===== config.mk =====
export PLATFORM = sky130hd
export DESIGN_NAME = efm_monitor
export DESIGN_NICKNAME = d
export VERILOG_FILES = /design/src/pkg/efm_pkg.sv /design/src/logic/efm_monitor.sv
export SDC_FILE = /design/constraint.sdc
export NUM_CORES = 2
export LEC_CHECK = 0
export BUFFER_PORTS_ARGS = -buffer_cell sky130_fd_sc_hd__buf_2
export CORE_UTILIZATION = 35
export DETAILED_ROUTE_END_ITERATION = 16
export GPL_TIMING_DRIVEN = 0
export HOLD_SLACK_MARGIN = 0.08
export PLACE_DENSITY_LB_ADDON = 0.15
export SETUP_SLACK_MARGIN = 0.4
export SLEW_MARGIN = 20
export SYNTH_ARGS = -nofsm -noshare
export SYNTH_HDL_FRONTEND = slang
export SYNTH_SLANG_ARGS = --single-unit

===== constraint.sdc =====
create_clock -name sys_clk -period 4.7 [get_ports sys_clk]
set_input_delay 0.235 -clock sys_clk [delete_from_list [all_inputs] [get_ports sys_clk]]
set_output_delay 0.235 -clock sys_clk [all_outputs]
set_load 0.1 [all_outputs]

===== src/pkg/efm_pkg.sv =====
package efm_pkg;

  // clock and time base
  localparam int EFM_CLK_PERIOD_NS = 25;
  localparam int EFM_SECOND_NS = 1_000_000_000;
  localparam int EFM_SEC_CYCLES = EFM_SECOND_NS / EFM_CLK_PERIOD_NS;
  localparam int EFM_PRE_W = 26;
  localparam int EFM_STAMP_MIN = 6;
  localparam logic [8:0] EFM_STAMP_SEC = 9'(EFM_STAMP_MIN * 60);
  localparam logic [7:0] EFM_STAMP_LAST = 8'hef;

  // fixed fault timings in seconds, then counts and limits
  localparam logic [7:0] EFM_BRK_SEC = 8'h03;
  localparam logic [7:0] EFM_LEV_SEC = 8'h0f;
  localparam logic [7:0] EFM_DUP_SEC = 8'h05;
  localparam logic [7:0] EFM_DZ_STUCK_SEC = 8'h0a;
  localparam logic [9:0] EFM_CLEAN_SEC = 10'h384;
  localparam logic [7:0] EFM_T8_MAX = 8'hff;
  localparam logic [7:0] EFM_FS_LIMIT = 8'h14;
  localparam logic [1:0] EFM_LEV_FLIPS = 2'h2;
  localparam int EFM_RUN_INPUTS = 5;

  // speed limits
  localparam logic [11:0] EFM_INSP_FPM = 12'h096;
  localparam logic [11:0] EFM_SLOW_FPM = 12'h032;
  localparam logic [15:0] EFM_PCT_NUM = 16'h000b;
  localparam logic [15:0] EFM_PCT_DEN = 16'h000a;

  // fault slots and their log codes
  localparam int EFM_NF = 20;
  localparam int F_ROLL = 0, F_RUN = 1, F_BRK = 2, F_DRV = 3, F_LEV = 4;
  localparam int F_DOPEN = 5, F_DCLOSE = 6, F_DCONT = 7, F_DZONE = 8;
  localparam int F_STUCK = 9, F_OVSP = 10, F_ROPE = 11, F_DRDY = 12;
  localparam int F_DUP = 13, F_DON = 14, F_LVB = 15, F_RUNAWAY = 16;
  localparam int F_RBCHK = 17, F_DZSTK = 18, F_FS = 19;
  localparam logic [7:0] EFM_CODE [EFM_NF] = '{
    8'h00, 8'h01, 8'h02, 8'h03, 8'h04, 8'h06, 8'h07, 8'h08, 8'h09, 8'h0a,
    8'h0b, 8'h0e, 8'h0f, 8'h10, 8'h11, 8'h12, 8'h17, 8'h1a, 8'h1b, 8'h1e};

  // register map, word addresses
  localparam logic [7:0] EFM_A_CTRL = 8'h00;
  localparam logic [7:0] EFM_A_RUNSHDN = 8'h01;
  localparam logic [7:0] EFM_A_DOOR = 8'h02;
  localparam logic [7:0] EFM_A_STUCK = 8'h03;
  localparam logic [7:0] EFM_A_DRVLIM = 8'h04;
  localparam logic [7:0] EFM_A_CONTRACT = 8'h05;
  localparam logic [7:0] EFM_A_STAMP = 8'h06;
  localparam logic [7:0] EFM_A_STATUS = 8'h07;
  localparam logic [7:0] EFM_A_LOG = 8'h40;
  localparam int EFM_LOG_N = 50;
  localparam logic [7:0] EFM_LOG_N8 = 8'h32;
  localparam int EFM_CTRL_COIL_BIT = 0;

  typedef struct packed {
    logic [7:0] runShdnSec;
    logic [7:0] doorSec;
    logic [7:0] stuckSec;
    logic [7:0] drvResetLimit;
    logic [11:0] contractFpm;
  } efm_cfg_t;

  localparam efm_cfg_t EFM_CFG_DEF = '{
    runShdnSec: 8'h19, doorSec: 8'h14, stuckSec: 8'h3c,
    drvResetLimit: 8'h04, contractFpm: 12'h15e};

  typedef struct packed {
    logic runCmd;
    logic runUp;
    logic floorPass;
    logic brakeSw;
    logic brakeContactOne;
    logic brakeContactTwo;
    logic runContactZ;
    logic runContactX;
    logic fastSpeedRelay;
    logic doorContactRelay;
    logic doorOpenCmd;
    logic doorOpenLimit;
    logic doorCloseCmd;
    logic doorHeldOpen;
    logic doorClosedLimit;
    logic doorZone;
    logic levelUp;
    logic levelDown;
    logic inspection;
    logic shutdownDefeat;
    logic partnerOk;
    logic driveResetReq;
    logic driveFault;
    logic driveReady;
    logic driveOn;
    logic ropeCheckOk;
    logic counterFitted;
    logic tachLost;
    logic carMovingUp;
    logic [11:0] speedFpm;
  } efm_field_t;

  typedef struct packed {
    logic stopCar;
    logic returnBottom;
    logic shutdown;
    logic ropeBrakeSet;
    logic relevelBlock;
    logic overspeed;
  } efm_act_t;

  typedef struct packed {
    efm_field_t prev;
    logic [EFM_PRE_W-1:0] pre;
    logic secTick;
    logic [8:0] stampSec;
    logic [7:0] stamp;
    logic stampRoll;
    logic [7:0] runTmr;
    logic [7:0] brkTmr;
    logic [7:0] levTmr;
    logic [7:0] doorTmr;
    logic [7:0] stuckTmr;
    logic [7:0] dupTmr;
    logic [7:0] dzTmr;
    logic [9:0] cleanTmr;
    logic [7:0] drvResets;
    logic [7:0] fsFails;
    logic levSeen;
    logic levLastUp;
    logic [1:0] levFlips;
    logic fsRun;
    logic floorSeen;
    logic [EFM_NF-1:0] condPrev;
    logic [EFM_NF-1:0] pend;
    efm_cfg_t cfg;
    logic coil;
    efm_act_t act;
    logic [EFM_LOG_N-1:0][15:0] log;
    logic [15:0] rdata;
  } efm_state_t;

endpackage

===== src/logic/efm_monitor.sv =====
// Notes on behaviour
// - push code 00 marker at daily rollover
// - run without floor: log 01, stop, bottom
// - run shutdown time defaults to 25 seconds
// - run inputs stuck 3 s: log 02, shutdown
// - drive resets over limit log 03
// - leveling long or oscillating: 04, block relevel
// - door open limit not reached: log 06
// - failed commanded close logs 07, holds excluded
// - door contact drop while running logs 08
// - stop outside door zone logs 09
// - idle at floor too long logs 0A
// - speed counter overspeed cases flag fault 0B
// - rope brake cleared by defeat rising edge
// - leaving door zone doors open logs 0E
// - over 50 FPM without run: 17, rope brake
// - duplex partner silent 5 s logs 10
// - both level switches on logs 12
// - fast run missing floor: 1E, 20 shutdown
// - rope brake check failure at start logs 1A
// - drive ready 0F, drive on 11, zone 1B
// - default coil restores settings then self-clears
// - 8-bit stamp every six minutes, EF wraps
// - 50 entry log, newest first
module efm_monitor
  import efm_pkg::*;
#(
  parameter int SEC_CYCLES = EFM_SEC_CYCLES
) (
  input wire logic sys_clk,
  input wire logic reset_n,
  input wire logic ce,
  input wire efm_field_t fld,
  input wire logic [7:0] busAddr,
  input wire logic [15:0] busWdata,
  input wire logic busWr,
  input wire logic busRd,
  output logic [15:0] busRdata,
  output efm_act_t act
);

  efm_state_t s;
  efm_state_t next_s;
  logic [EFM_NF-1:0] c;
  logic [EFM_NF-1:0] raise;
  logic [EFM_NF-1:0] pick;
  logic [7:0] code;
  logic [7:0] logIdx;
  logic runStart;
  logic runEnd;
  logic insToggle;
  logic defeatRise;
  logic openWait;
  logic closeWait;
  logic mis;

  // second timer step, saturating, cleared when idle
  function automatic logic [7:0] tmr8(input logic run, input logic [7:0] t,
                                      input logic tick);
    logic [7:0] r;
    r = t;
    if (!run) begin
      r = '0;
    end else if (tick && t != EFM_T8_MAX) begin
      r = t + 8'h01;
    end
    return r;
  endfunction

  // all next-state logic
  always_comb begin
    next_s = s;
    c = '0;
    code = '0;
    runStart = fld.runCmd & ~s.prev.runCmd;
    runEnd = s.prev.runCmd & ~fld.runCmd;
    insToggle = fld.inspection ^ s.prev.inspection;
    defeatRise = fld.shutdownDefeat & ~s.prev.shutdownDefeat;
    openWait = fld.doorOpenCmd & ~fld.doorOpenLimit;
    closeWait = fld.doorCloseCmd & ~fld.doorHeldOpen & ~fld.doorClosedLimit;
    mis = {fld.brakeSw, fld.brakeContactOne, fld.brakeContactTwo,
           fld.runContactZ, fld.runContactX} !=
          {EFM_RUN_INPUTS{fld.runCmd}};
    logIdx = busAddr - EFM_A_LOG;

    // one second tick
    next_s.secTick = 1'b0;
    if (s.pre == EFM_PRE_W'(SEC_CYCLES - 1)) begin
      next_s.pre = '0;
      next_s.secTick = 1'b1;
    end else begin
      next_s.pre = s.pre + 1'b1;
    end

    // time stamp, wraps once a day
    next_s.stampRoll = 1'b0;
    if (s.secTick) begin
      if (s.stampSec == EFM_STAMP_SEC - 9'h001) begin
        next_s.stampSec = '0;
        if (s.stamp == EFM_STAMP_LAST) begin
          next_s.stamp = '0;
          next_s.stampRoll = 1'b1;
        end else begin
          next_s.stamp = s.stamp + 8'h01;
        end
      end else begin
        next_s.stampSec = s.stampSec + 9'h001;
      end
    end

    // condition timers
    next_s.runTmr = tmr8(fld.runCmd & ~fld.floorPass, s.runTmr, s.secTick);
    next_s.brkTmr = tmr8(mis, s.brkTmr, s.secTick);
    next_s.levTmr = tmr8(fld.levelUp | fld.levelDown, s.levTmr, s.secTick);
    next_s.doorTmr = tmr8(openWait | closeWait, s.doorTmr, s.secTick);
    next_s.stuckTmr = tmr8(~fld.runCmd & fld.doorZone, s.stuckTmr,
                           s.secTick);
    next_s.dupTmr = tmr8(~fld.partnerOk, s.dupTmr, s.secTick);
    next_s.dzTmr = tmr8(fld.runCmd & fld.doorZone, s.dzTmr, s.secTick);

    // leveling reversal tracking, restarted by each run
    if (fld.runCmd) begin
      next_s.levSeen = 1'b0;
      next_s.levFlips = '0;
    end else if (fld.levelUp ^ fld.levelDown) begin
      next_s.levSeen = 1'b1;
      next_s.levLastUp = fld.levelUp;
      if (s.levSeen && s.levLastUp != fld.levelUp &&
          s.levFlips != EFM_LEV_FLIPS) begin
        next_s.levFlips = s.levFlips + 2'h1;
      end
    end

    // fast speed run bookkeeping
    if (runStart) begin
      next_s.fsRun = 1'b0;
      next_s.floorSeen = 1'b0;
    end
    if (fld.runCmd & fld.fastSpeedRelay) begin
      next_s.fsRun = 1'b1;
    end
    if (fld.floorPass) begin
      next_s.floorSeen = 1'b1;
    end

    // fault conditions
    c[F_ROLL] = s.stampRoll;
    c[F_RUN] = fld.runCmd && s.runTmr > s.cfg.runShdnSec;
    c[F_BRK] = s.brkTmr > EFM_BRK_SEC;
    c[F_DRV] = s.drvResets > s.cfg.drvResetLimit;
    c[F_LEV] = (s.levTmr > EFM_LEV_SEC) ||
               (s.levFlips == EFM_LEV_FLIPS);
    c[F_DOPEN] = openWait && s.doorTmr > s.cfg.doorSec;
    c[F_DCLOSE] = closeWait && s.doorTmr > s.cfg.doorSec;
    c[F_DCONT] = s.prev.runCmd & fld.runCmd & s.prev.doorContactRelay &
                 ~fld.doorContactRelay;
    c[F_DZONE] = runEnd & ~fld.doorZone;
    c[F_STUCK] = s.stuckTmr > s.cfg.stuckSec;
    c[F_OVSP] = fld.counterFitted && (fld.tachLost ||
      (16'(fld.speedFpm) * EFM_PCT_DEN > 16'(s.cfg.contractFpm) *
       EFM_PCT_NUM) ||
      (fld.inspection && fld.speedFpm > EFM_INSP_FPM) ||
      (!fld.doorContactRelay && fld.speedFpm > EFM_SLOW_FPM) ||
      (fld.runCmd && fld.speedFpm != '0 &&
       fld.carMovingUp != fld.runUp));
    c[F_ROPE] = s.prev.doorZone & ~fld.doorZone &
                ~fld.doorContactRelay;
    c[F_DRDY] = s.prev.driveReady & ~fld.driveReady;
    c[F_DUP] = s.dupTmr > EFM_DUP_SEC;
    c[F_DON] = s.prev.runCmd & fld.runCmd & s.prev.driveOn &
               ~fld.driveOn;
    c[F_LVB] = fld.levelUp & fld.levelDown;
    c[F_RUNAWAY] = !fld.runCmd && fld.speedFpm > EFM_SLOW_FPM;
    c[F_RBCHK] = runStart & ~fld.ropeCheckOk;
    c[F_DZSTK] = s.dzTmr > EFM_DZ_STUCK_SEC;
    c[F_FS] = runEnd & s.fsRun & ~s.floorSeen;

    // only entry into a fault state raises its code
    raise = c & ~s.condPrev;
    next_s.condPrev = c;

    // lowest pending slot goes to the log first
    pick = s.pend & (~s.pend + EFM_NF'(1));
    for (int i = 0; i < EFM_NF; i++) begin
      if (pick[i]) begin
        code = EFM_CODE[i];
      end
    end
    next_s.pend = (s.pend & ~pick) | raise;
    if (|s.pend) begin
      next_s.log = {s.log[EFM_LOG_N-2:0], code, s.stamp};
    end

    // drive reset counting, cleared after a clean run period
    if (fld.driveFault || (fld.driveResetReq && !s.prev.driveResetReq)) begin
      next_s.cleanTmr = '0;
    end else if (fld.driveOn && s.secTick) begin
      if (s.cleanTmr >= EFM_CLEAN_SEC - 10'h001) begin
        next_s.cleanTmr = '0;
        next_s.drvResets = '0;
      end else begin
        next_s.cleanTmr = s.cleanTmr + 10'h001;
      end
    end
    if (fld.driveResetReq && !s.prev.driveResetReq &&
        s.drvResets != EFM_T8_MAX) begin
      next_s.drvResets = next_s.drvResets + 8'h01;
    end

    // fast speed failure count, cleared by an inspection toggle
    next_s.fsFails = insToggle ? 8'h00 : s.fsFails;
    if (raise[F_FS] && s.fsFails != EFM_T8_MAX) begin
      next_s.fsFails = next_s.fsFails + 8'h01;
    end

    // latched actions except overspeed, which follows its condition; a new trip wins over its clear
    next_s.act.stopCar = raise[F_RUN] | (s.act.stopCar & ~insToggle);
    next_s.act.returnBottom = raise[F_RUN] |
                              (s.act.returnBottom & ~insToggle);
    next_s.act.shutdown = raise[F_BRK] | (next_s.fsFails >= EFM_FS_LIMIT) |
                          (s.act.shutdown & ~insToggle);
    next_s.act.ropeBrakeSet = raise[F_ROPE] | raise[F_RUNAWAY] |
                              (s.act.ropeBrakeSet & ~defeatRise);
    next_s.act.relevelBlock = raise[F_LEV] |
                              (s.act.relevelBlock & ~fld.floorPass);
    next_s.act.overspeed = c[F_OVSP];
    next_s.prev = fld;

    // default coil restores settings and drops itself
    if (s.coil) begin
      next_s.cfg = EFM_CFG_DEF;
      next_s.coil = 1'b0;
    end

    // register writes
    if (busWr) begin
      case (busAddr)
        EFM_A_CTRL: next_s.coil = busWdata[EFM_CTRL_COIL_BIT];
        EFM_A_RUNSHDN: next_s.cfg.runShdnSec = busWdata[7:0];
        EFM_A_DOOR: next_s.cfg.doorSec = busWdata[7:0];
        EFM_A_STUCK: next_s.cfg.stuckSec = busWdata[7:0];
        EFM_A_DRVLIM: next_s.cfg.drvResetLimit = busWdata[7:0];
        EFM_A_CONTRACT: next_s.cfg.contractFpm = busWdata[11:0];
        default: ;
      endcase
    end

    // register reads, data valid in the next cycle only
    next_s.rdata = '0;
    if (busRd) begin
      case (busAddr)
        EFM_A_CTRL: next_s.rdata = {15'h0000, s.coil};
        EFM_A_RUNSHDN: next_s.rdata = {8'h00, s.cfg.runShdnSec};
        EFM_A_DOOR: next_s.rdata = {8'h00, s.cfg.doorSec};
        EFM_A_STUCK: next_s.rdata = {8'h00, s.cfg.stuckSec};
        EFM_A_DRVLIM: next_s.rdata = {8'h00, s.cfg.drvResetLimit};
        EFM_A_CONTRACT: next_s.rdata = {4'h0, s.cfg.contractFpm};
        EFM_A_STAMP: next_s.rdata = {8'h00, s.stamp};
        EFM_A_STATUS: next_s.rdata = {s.fsFails, 2'h0, s.act};
        default: begin
          if (busAddr >= EFM_A_LOG && logIdx < EFM_LOG_N8) begin
            next_s.rdata = s.log[logIdx[5:0]];
          end
        end
      endcase
    end
  end

  // state register, frozen while ce is low
  always_ff @(posedge sys_clk) begin
    if (!reset_n) begin
      s <= '0;
      s.cfg <= EFM_CFG_DEF;
      s.prev.shutdownDefeat <= 1'b1;
    end else if (ce) begin
      s <= next_s;
    end
  end

  // outputs straight from state
  assign busRdata = s.rdata;
  assign act = s.act;

  // checks
  property p_stamp_wrap;
    @(posedge sys_clk) disable iff (!reset_n)
    (ce && s.secTick && s.stampSec == EFM_STAMP_SEC - 9'h001 &&
     s.stamp == EFM_STAMP_LAST) |=> (s.stamp == 8'h00 && s.stampRoll);
  endproperty
  a_stamp_wrap: assert property (p_stamp_wrap)
    else $error("stamp did not wrap to zero");

  property p_roll_log;
    @(posedge sys_clk) disable iff (!reset_n)
    (ce && s.stampRoll && !s.condPrev[F_ROLL]) |=> s.pend[F_ROLL];
  endproperty
  a_roll_log: assert property (p_roll_log)
    else $error("rollover marker not queued");

  property p_run_stop;
    @(posedge sys_clk) disable iff (!reset_n)
    (ce && raise[F_RUN]) |=>
      (s.act.stopCar && s.act.returnBottom && s.pend[F_RUN]);
  endproperty
  a_run_stop: assert property (p_run_stop)
    else $error("run timeout did not stop car");

  property p_brake_shut;
    @(posedge sys_clk) disable iff (!reset_n)
    (ce && s.brkTmr > EFM_BRK_SEC && !s.condPrev[F_BRK]) |=>
      (s.act.shutdown && s.pend[F_BRK]);
  endproperty
  a_brake_shut: assert property (p_brake_shut)
    else $error("brake timer did not shut down");

  property p_push_order;
    @(posedge sys_clk) disable iff (!reset_n)
    (ce && s.pend != '0) |=> (s.log[1] == $past(s.log[0]));
  endproperty
  a_push_order: assert property (p_push_order)
    else $error("log did not shift by one");

  property p_once;
    @(posedge sys_clk) disable iff (!reset_n)
    (ce && s.condPrev[F_LVB] && c[F_LVB] && !s.pend[F_LVB]) |=>
      !s.pend[F_LVB];
  endproperty
  a_once: assert property (p_once)
    else $error("held fault logged twice");

  property p_rope_clear;
    @(posedge sys_clk) disable iff (!reset_n)
    (ce && defeatRise && !raise[F_ROPE] && !raise[F_RUNAWAY]) |=>
      !s.act.ropeBrakeSet;
  endproperty
  a_rope_clear: assert property (p_rope_clear)
    else $error("rope brake not cleared");

  property p_runaway;
    @(posedge sys_clk) disable iff (!reset_n)
    (ce && raise[F_RUNAWAY]) |=> (s.act.ropeBrakeSet && s.pend[F_RUNAWAY]);
  endproperty
  a_runaway: assert property (p_runaway)
    else $error("runaway did not set rope brake");

  property p_coil;
    @(posedge sys_clk) disable iff (!reset_n)
    (ce && s.coil && !busWr) |=> (!s.coil && s.cfg == EFM_CFG_DEF);
  endproperty
  a_coil: assert property (p_coil)
    else $error("default coil did not restore");

  property p_fs_shut;
    @(posedge sys_clk) disable iff (!reset_n)
    (s.fsFails >= EFM_FS_LIMIT) |-> s.act.shutdown;
  endproperty
  a_fs_shut: assert property (p_fs_shut)
    else $error("fast speed limit without shutdown");

  property p_relevel;
    @(posedge sys_clk) disable iff (!reset_n)
    (ce && raise[F_LEV]) |=> s.act.relevelBlock;
  endproperty
  a_relevel: assert property (p_relevel)
    else $error("leveling fault did not block");

  property p_ovsp_level;
    @(posedge sys_clk) disable iff (!reset_n)
    ce |=> (s.act.overspeed == $past(c[F_OVSP]));
  endproperty
  a_ovsp_level: assert property (p_ovsp_level)
    else $error("overspeed flag not following condition");

  property p_stuck;
    @(posedge sys_clk) disable iff (!reset_n)
    (ce && s.stuckTmr > s.cfg.stuckSec && !s.condPrev[F_STUCK]) |=>
      s.pend[F_STUCK];
  endproperty
  a_stuck: assert property (p_stuck)
    else $error("car stuck fault not queued");

endmodule // efm_monitor


======== Word-level counts from Yosys, hierarchy flattened ========
Index checks and enable logic that the tools add are counted.
storage, ports and cells
  flip-flop bits (word level) ............. 1048
  bits in latches ......................... 0
  memory bits (writable) .................. 0
  ROM bits ................................ 0
  output and inout port bits .............. 22
  logic and storage cells ................. 343
  memories kept ........................... 0
cells by class
  add/subtract/negate cells ............... 16
  $mul .................................... 2
  div/mod/pow operators ................... 0
  order comparisons ....................... 16
  equal/unequal tests ..................... 30
  shift operators ......................... 0
  muxes and demuxes ....................... 68
  bitwise logic cells ..................... 61
  reductions and logical operators ........ 57
operators by type and width
  cell                                                                    number
  8-bit two-way mux                                                       42
  16-bit case mux with 8 select lines                                     1
  16-bit binary-select mux with 6-bit select                              1
  45-bit two-way mux                                                      2
  8-bit by 1-bit adder with 8-bit output (second input constant)          10
  8-bit != test (second input constant)                                   9
  20-bit AND                                                              3
  20-bit inverter                                                         3
  16-bit two-way mux                                                      3
  8-bit by 3-bit equality test with 1-bit output (second input constant)  4
  8-bit greater-than comparator                                           4
  1-bit AND                                                               28
  26-bit by 1-bit adder with 26-bit output (second input constant)        1
  26-bit equality test (second input constant)                            1
  26-bit two-way mux                                                      1
  2-bit AND reduction                                                     13
  1-bit logical AND                                                       23
  20-bit by 1-bit adder with 20-bit output (second input constant)        1
  10-bit two-way mux                                                      2
  20-bit OR                                                               1
  20-bit OR reduction                                                     1
  18-bit two-way mux                                                      1
  8-bit by 2-bit equality test with 1-bit output (second input constant)  2
  16-bit greater-than comparator                                          1
  38 further kinds                                                        92

======== Logic depth before layout (Yosys ltp) ========
  word-level depth ........................ 22
  mapped depth ............................ 18
  depth with buffers taken out ............ 18

======== Worst setup path before layout ========
No wires, ideal clock.
  path kind ............................... register -> register
  start ................................... register s[824] in the netlist's numbering
  end ..................................... register s[877] in the netlist's numbering
  arrival ................................. 3785 ps
  required time ........................... 4574 ps
  path slack .............................. 789 ps
  cell stages (with the launch flop) ...... 17
  path buffers ............................ 0
  cell sequence ........................... dfxtp_1 > ha_1 > fa_1 > ha_1 > o21ai_0 > nor2_1 > nor4_1 > o311ai_0 > o21a_1 > or2_2 > ha_1 > a211oi_1 > o21ai_0 > a221oi_1 > a21oi_1 > o2111ai_1 > o21ai_0
between the ends
  cells in the longest elaborated chain, start to end .. 9
ends and longest elaborated chain
  what                                           RTL line            source
  from (decl)                                    efm_monitor.sv:42   efm_state_t s;
  from (signal assigned)                         efm_monitor.sv:276  s <= next_s;
  12-bit by 4-bit multiplier with 16-bit output  efm_monitor.sv:160  (16'(fld.speedFpm) * EFM_PCT_DEN > 16'(s.cfg.contractFpm) *
  16-bit greater-than comparator                 efm_monitor.sv:160
  1-bit logical OR                               efm_monitor.sv:159  c[F_OVSP] = fld.counterFitted && (fld.tachLost ||
  1-bit logical OR                               efm_monitor.sv:161  EFM_PCT_NUM) ||
  1-bit logical OR                               efm_monitor.sv:162  (fld.inspection && fld.speedFpm > EFM_INSP_FPM) ||
  1-bit logical OR                               efm_monitor.sv:163  (!fld.doorContactRelay && fld.speedFpm > EFM_SLOW_FPM) ||
  1-bit logical AND                              efm_monitor.sv:159
  20-bit AND                                     efm_monitor.sv:179  raise = c & ~s.condPrev;
  20-bit OR                                      efm_monitor.sv:189  next_s.pend = (s.pend & ~pick) | raise;
Every way passes these cells.
A chain may end at the register's enable or synchronous reset.

======== Worst setup path in the final report ========
  start ................................... input port busAddr[1]
  end ..................................... register s (netlist bit busRdata[10])
between the ends
  cells in the longest elaborated chain, start to end .. 6
ends and longest elaborated chain
  what                                                                                                                 RTL line                                source
  from (decl)                                                                                                          efm_monitor.sv:34                       input wire logic [7:0] busAddr,
  8-bit by 7-bit subtractor with 8-bit output                                                                          efm_monitor.sv:84                       logIdx = busAddr - EFM_A_LOG;
  16-bit binary-select mux with 6-bit select or 8-bit by 6-bit less-than comparator with 1-bit output (tied branches)  efm_monitor.sv:262, efm_monitor.sv:261
  16-bit two-way mux (not written as such) or 1-bit logical AND (tied branches)                                        efm_monitor.sv:262, efm_monitor.sv:261
  16-bit two-way mux                                                                                                   efm_monitor.sv:261                      if (busAddr >= EFM_A_LOG && logIdx < EFM_LOG_N8) begin
  16-bit case mux with 8 select lines (*)                                                                              efm_monitor.sv:251                      case (busAddr)
  16-bit two-way mux (*)                                                                                               efm_monitor.sv:250                      if (busRd) begin
Every way passes the cells marked *; elsewhere a longest branch is shown, timed or not. The select of a mux whose other input is x is not followed.

==> flow_metrics.py <==
metrics = {
    "critical_path": {
        "worst_path_max_delay_cell": "clkbuf_1",
        "cp_max_fo": 10,
        "cp_num_buf_inv": 5,
        "start_kind": "primary input",
        "reg2reg_depth": 16,
        "path_class": "in2reg",
        "critPathCaptureType": "register",
        "max_stage_delay_ns": 0.81,
        "r2r_end": "s[877]",
        "cp_num_cells": 9,
        "cp.required_ns": 5.30,
        "endpoint": "busRdata[10]",
        "cp_cell_sequence": "clkbuf_1, clkbuf_1, buf_2, clkinv_1, clkbuf_1, o22ai_1, nor4_1, o311ai_0, o21ai_0",
        "cp_common_cell": "clkbuf_1",
        "reg2reg_from": "s[830]",
        "reg2reg_slack_ns": 0.61,
        "arrival_ns": 4.91,
        "cp_top_family": "buffers and inverters",
        "worstSetupStartpoint": "busAddr[1]",
    },
    "drt": {
        "routedWlPerCell_um": 22.6,
        "vias_per_cell": 5.42,
        "drtPass1Iterations": 6,
        "ant_nets": 0,
        "drc": 0,
        "drt-initial-drc-count": 3566,
        "vias": 37500,
        "routed_wl_um": 157000,
    },
    "synthesis": {
        "synthAdderAreaFrac_pct": 3.85,
        "synth-async-reset-ratio_pct": 0,
        "synth_compound_area_share_pct": 15.2,
        "synth_common_cells": "nand2_1, dfxtp_1, a21oi_1, nor2_1, clkbuf_1",
        "synth_cells": 5027,
        "synth_top_family_by_area": "simple AND/OR/NAND/NOR gates",
        "ys.flop_type": "dfxtp_1",
        "synthMuxAreaShare_pct": 9.99,
        "synth_nets": 5220,
        "syn_avg_cell_area_um2": 8.33,
        "synth_area_um2": 41900,
        "synth-edff-count": 0,
        "ys_warn_count": 0,
        "yosys.area_share.simple_pct": 20.8,
        "ys_ff_latch": 897,
        "synth-seq-area-share_pct": 42.9,
        "synth_xor_xnor_area_share_pct": 2.24,
        "synth.distinct_cells": 73,
        "yosysTopAreaCell": "dfxtp_1",
        "yosys-top-cells-area": "dfxtp_1, nand2_1, a21oi_1",
        "yosys.cell_count.top_type": "nand2_1",
        "synth_top_area_share_pct": 42.9,
    },
    "die": {
        "std_cell_rows": 126,
        "start_util_pct": 35.4,
        "chipHeight_um": 348,
        "die_w_um": 348,
        "dieArea_um2": 121000,
        "io_pins": 92,
        "core_area_um2": 118000,
    },
    "timing": {
        "setup_viol": 0,
        "slew_headroom_pct": 20.3,
        "hold_viol": 0,
        "max_freq_mhz": 232,
        "skew_ns": 0.0317,
        "drv_slew": 0,
        "fin_crit_ns": 4.31,
        "worstMarginPinSlew_ns": 1.20,
        "tns_ns": 0,
        "period_share_pct": 91.8,
        "rsz0062_at_grt": "true",
    },
    "layout": {
        "layout-drive-gt1-share_pct": 11.8,
        "diodes": 0,
        "nets": 5442,
        "syn2layout_area_growth_pct": 14.8,
    },
    "place": {
        "dp_hpwl_um": 115000,
        "place_congestion": 0.936,
        "io_buffers": 82,
    },
    "power_and_ir_drop": {
        "ir_drop_v": 0.000309,
        "p_leak_uw": 0.0167,
        "power_uw": 17100,
        "power_density_nw_per_um2": 355,
    },
    "global_routing": {
        "overflow": 0,
        "use_met1_pct": 34.3,
        "grt_pass1_wl_um": 230000,
        "grt_max_degree": 14,
        "antenna_found_initial": 11,
        "busiest_layer": "met2",
        "use_met3_pct": 4.73,
        "met2_usage_pct": 40.2,
        "grt_pass1_vias": 34900,
        "grt_use_total_pct": 25.3,
    },
    "clock_network": {
        "cts_tree": "yes",
        "clkTransAtPathRegs_ns": 0.07,
        "clk_latency_ns": 0.73,
        "clockBufferDepth": 3,
        "cts_buffers": 99,
        "h-tree-depth": 3,
        "cts_sinks": 897,
        "cts_root_buf": "clkbuf_16",
    },
    "flow_run": {
        "cap_violations": 0,
    },
    "outcome": {
        "status": "complete, no violations",
    },
    "min_path": {
        "hold_path.class": "in2reg",
        "hold_start": "fld[40]",
    },
}
[per-layer routing]
| layer | vias to the layer above | routed length (µm) |
|---|---|---|
| met3 | 257 | 10600 |
| met4 | 12 | 5240 |
| met2 | 1237 | 70800 |
| met1 | 18300 | 69800 |
| met5 | - | 76 |
| li1 | 17800 | - |
[how the worst min path moves through the flow]
| stage | to | slack, ns | cells after the start |
|---|---|---|---|
| global placement | s[890] | 0.43 | 2 |
| CTS | s[906] | 0.12 | 4 |
| global route | s[906] | 0.18 | 4 |
| finish | s[906] | 0.17 | 4 |
| floorplan | s[845] | 0.36 | 2 |
| detailed placement | s[870] | 0.44 | 1 |
[state kept, by name, indices dropped and copies added, names as in the netlist]
register  cells
c             1
busRdata     16
act           5
s           875
[logic make-up (layout without fill, tap and decap cells)]
family | count (synthesis) | after routing
buffers and inverters | 471 | 775
XOR/XNOR | 107 | 107
AO/OA/AOI/OAI | 1114 | 1114
AND/OR/NAND/NOR | 2087 | 2087
multiplexers | 228 | 228
adder cells (fa/ha/maj) | 123 | 123
flip-flops | 897 | 897
[report_power, final]
group,internal [µW],leakage [µW],total [µW],switching [µW]
Clock,4480,0.00160,7840,3360
Combinational,394,0.00787,1580,1190
Sequential,7620,0.00723,7650,23.6
Total,12500,0.0167,17100,4570
[per-stage QoR]
step | area [µm²] | hold WS [ns] | worst slack, ns | instances | utilization [%]
detailed placement | 44300 | 0.439 | -0.226 | 6710 | 37.5
finish | 48100 | 0.171 | 0.386 | 6931 | 40.6
CTS | 48000 | 0.115 | 0.409 | 6930 | 40.6
global placement | 44300 | 0.427 | -0.940 | 6709 | 37.4
floorplan | 41900 | 0.359 | 0.789 | 5027 | -
global route | 48100 | 0.178 | 0.378 | 6931 | 40.6
[cell usage in the layout (no fill, tap or decap), types with 12 or more instances in the layout]
master and n:
nand2_1 1475, dfxtp_1 892, a21oi_1 741, nor2_1 246
buf_2 209, clkbuf_1 184, mux4_2 151, inv_1 110
ha_1 110, clkbuf_16 99, o21ai_0 79, nand3_1 70
mux2i_1 66, xor2_1 63, nand4_1 55, buf_4 52
a22oi_1 52, nor3_1 49, xnor2_1 44, dlygate4sd3_1 36
o22ai_1 35, and3_1 31, clkbuf_8 30, nor2b_1 28
o21a_1 25, a31oi_1 23, a211oi_1 22, nand2b_1 22
a21o_1 17, clkbuf_2 16, and2_1 15, clkinv_2 14
nor4_1 13, or3_1 13, buf_1 12, or4_1 12
nand3b_1 12
[worst min-delay path, delay by kind of cell]
family	cells	cell delay (ns)
AND/OR/NAND/NOR	2	0.42
buffers and inverters	1	0.12
AO/OA/AOI/OAI	1	0.05
[cell type report]
type                       instances  area, µm²
timing repair buffer             121        806
inverter                         113        424
clock inverter                    23        221
multi-input combinational       3659      21900
tap                             1600       2000
buffer                           358       1710
fill                           12100      70300
clock buffer                     160       3010
sequential                       897      18000
[what timing repair did]
action,4_1_cts,5_1_grt
hold endpoints to repair,89,0
endpoints found under the setup margin,2,2
gates resized for setup,21,10
buffers inserted,1,1
hold buffers,36,0
pin swaps,6,5
Power figures use the tool's default switching activity.
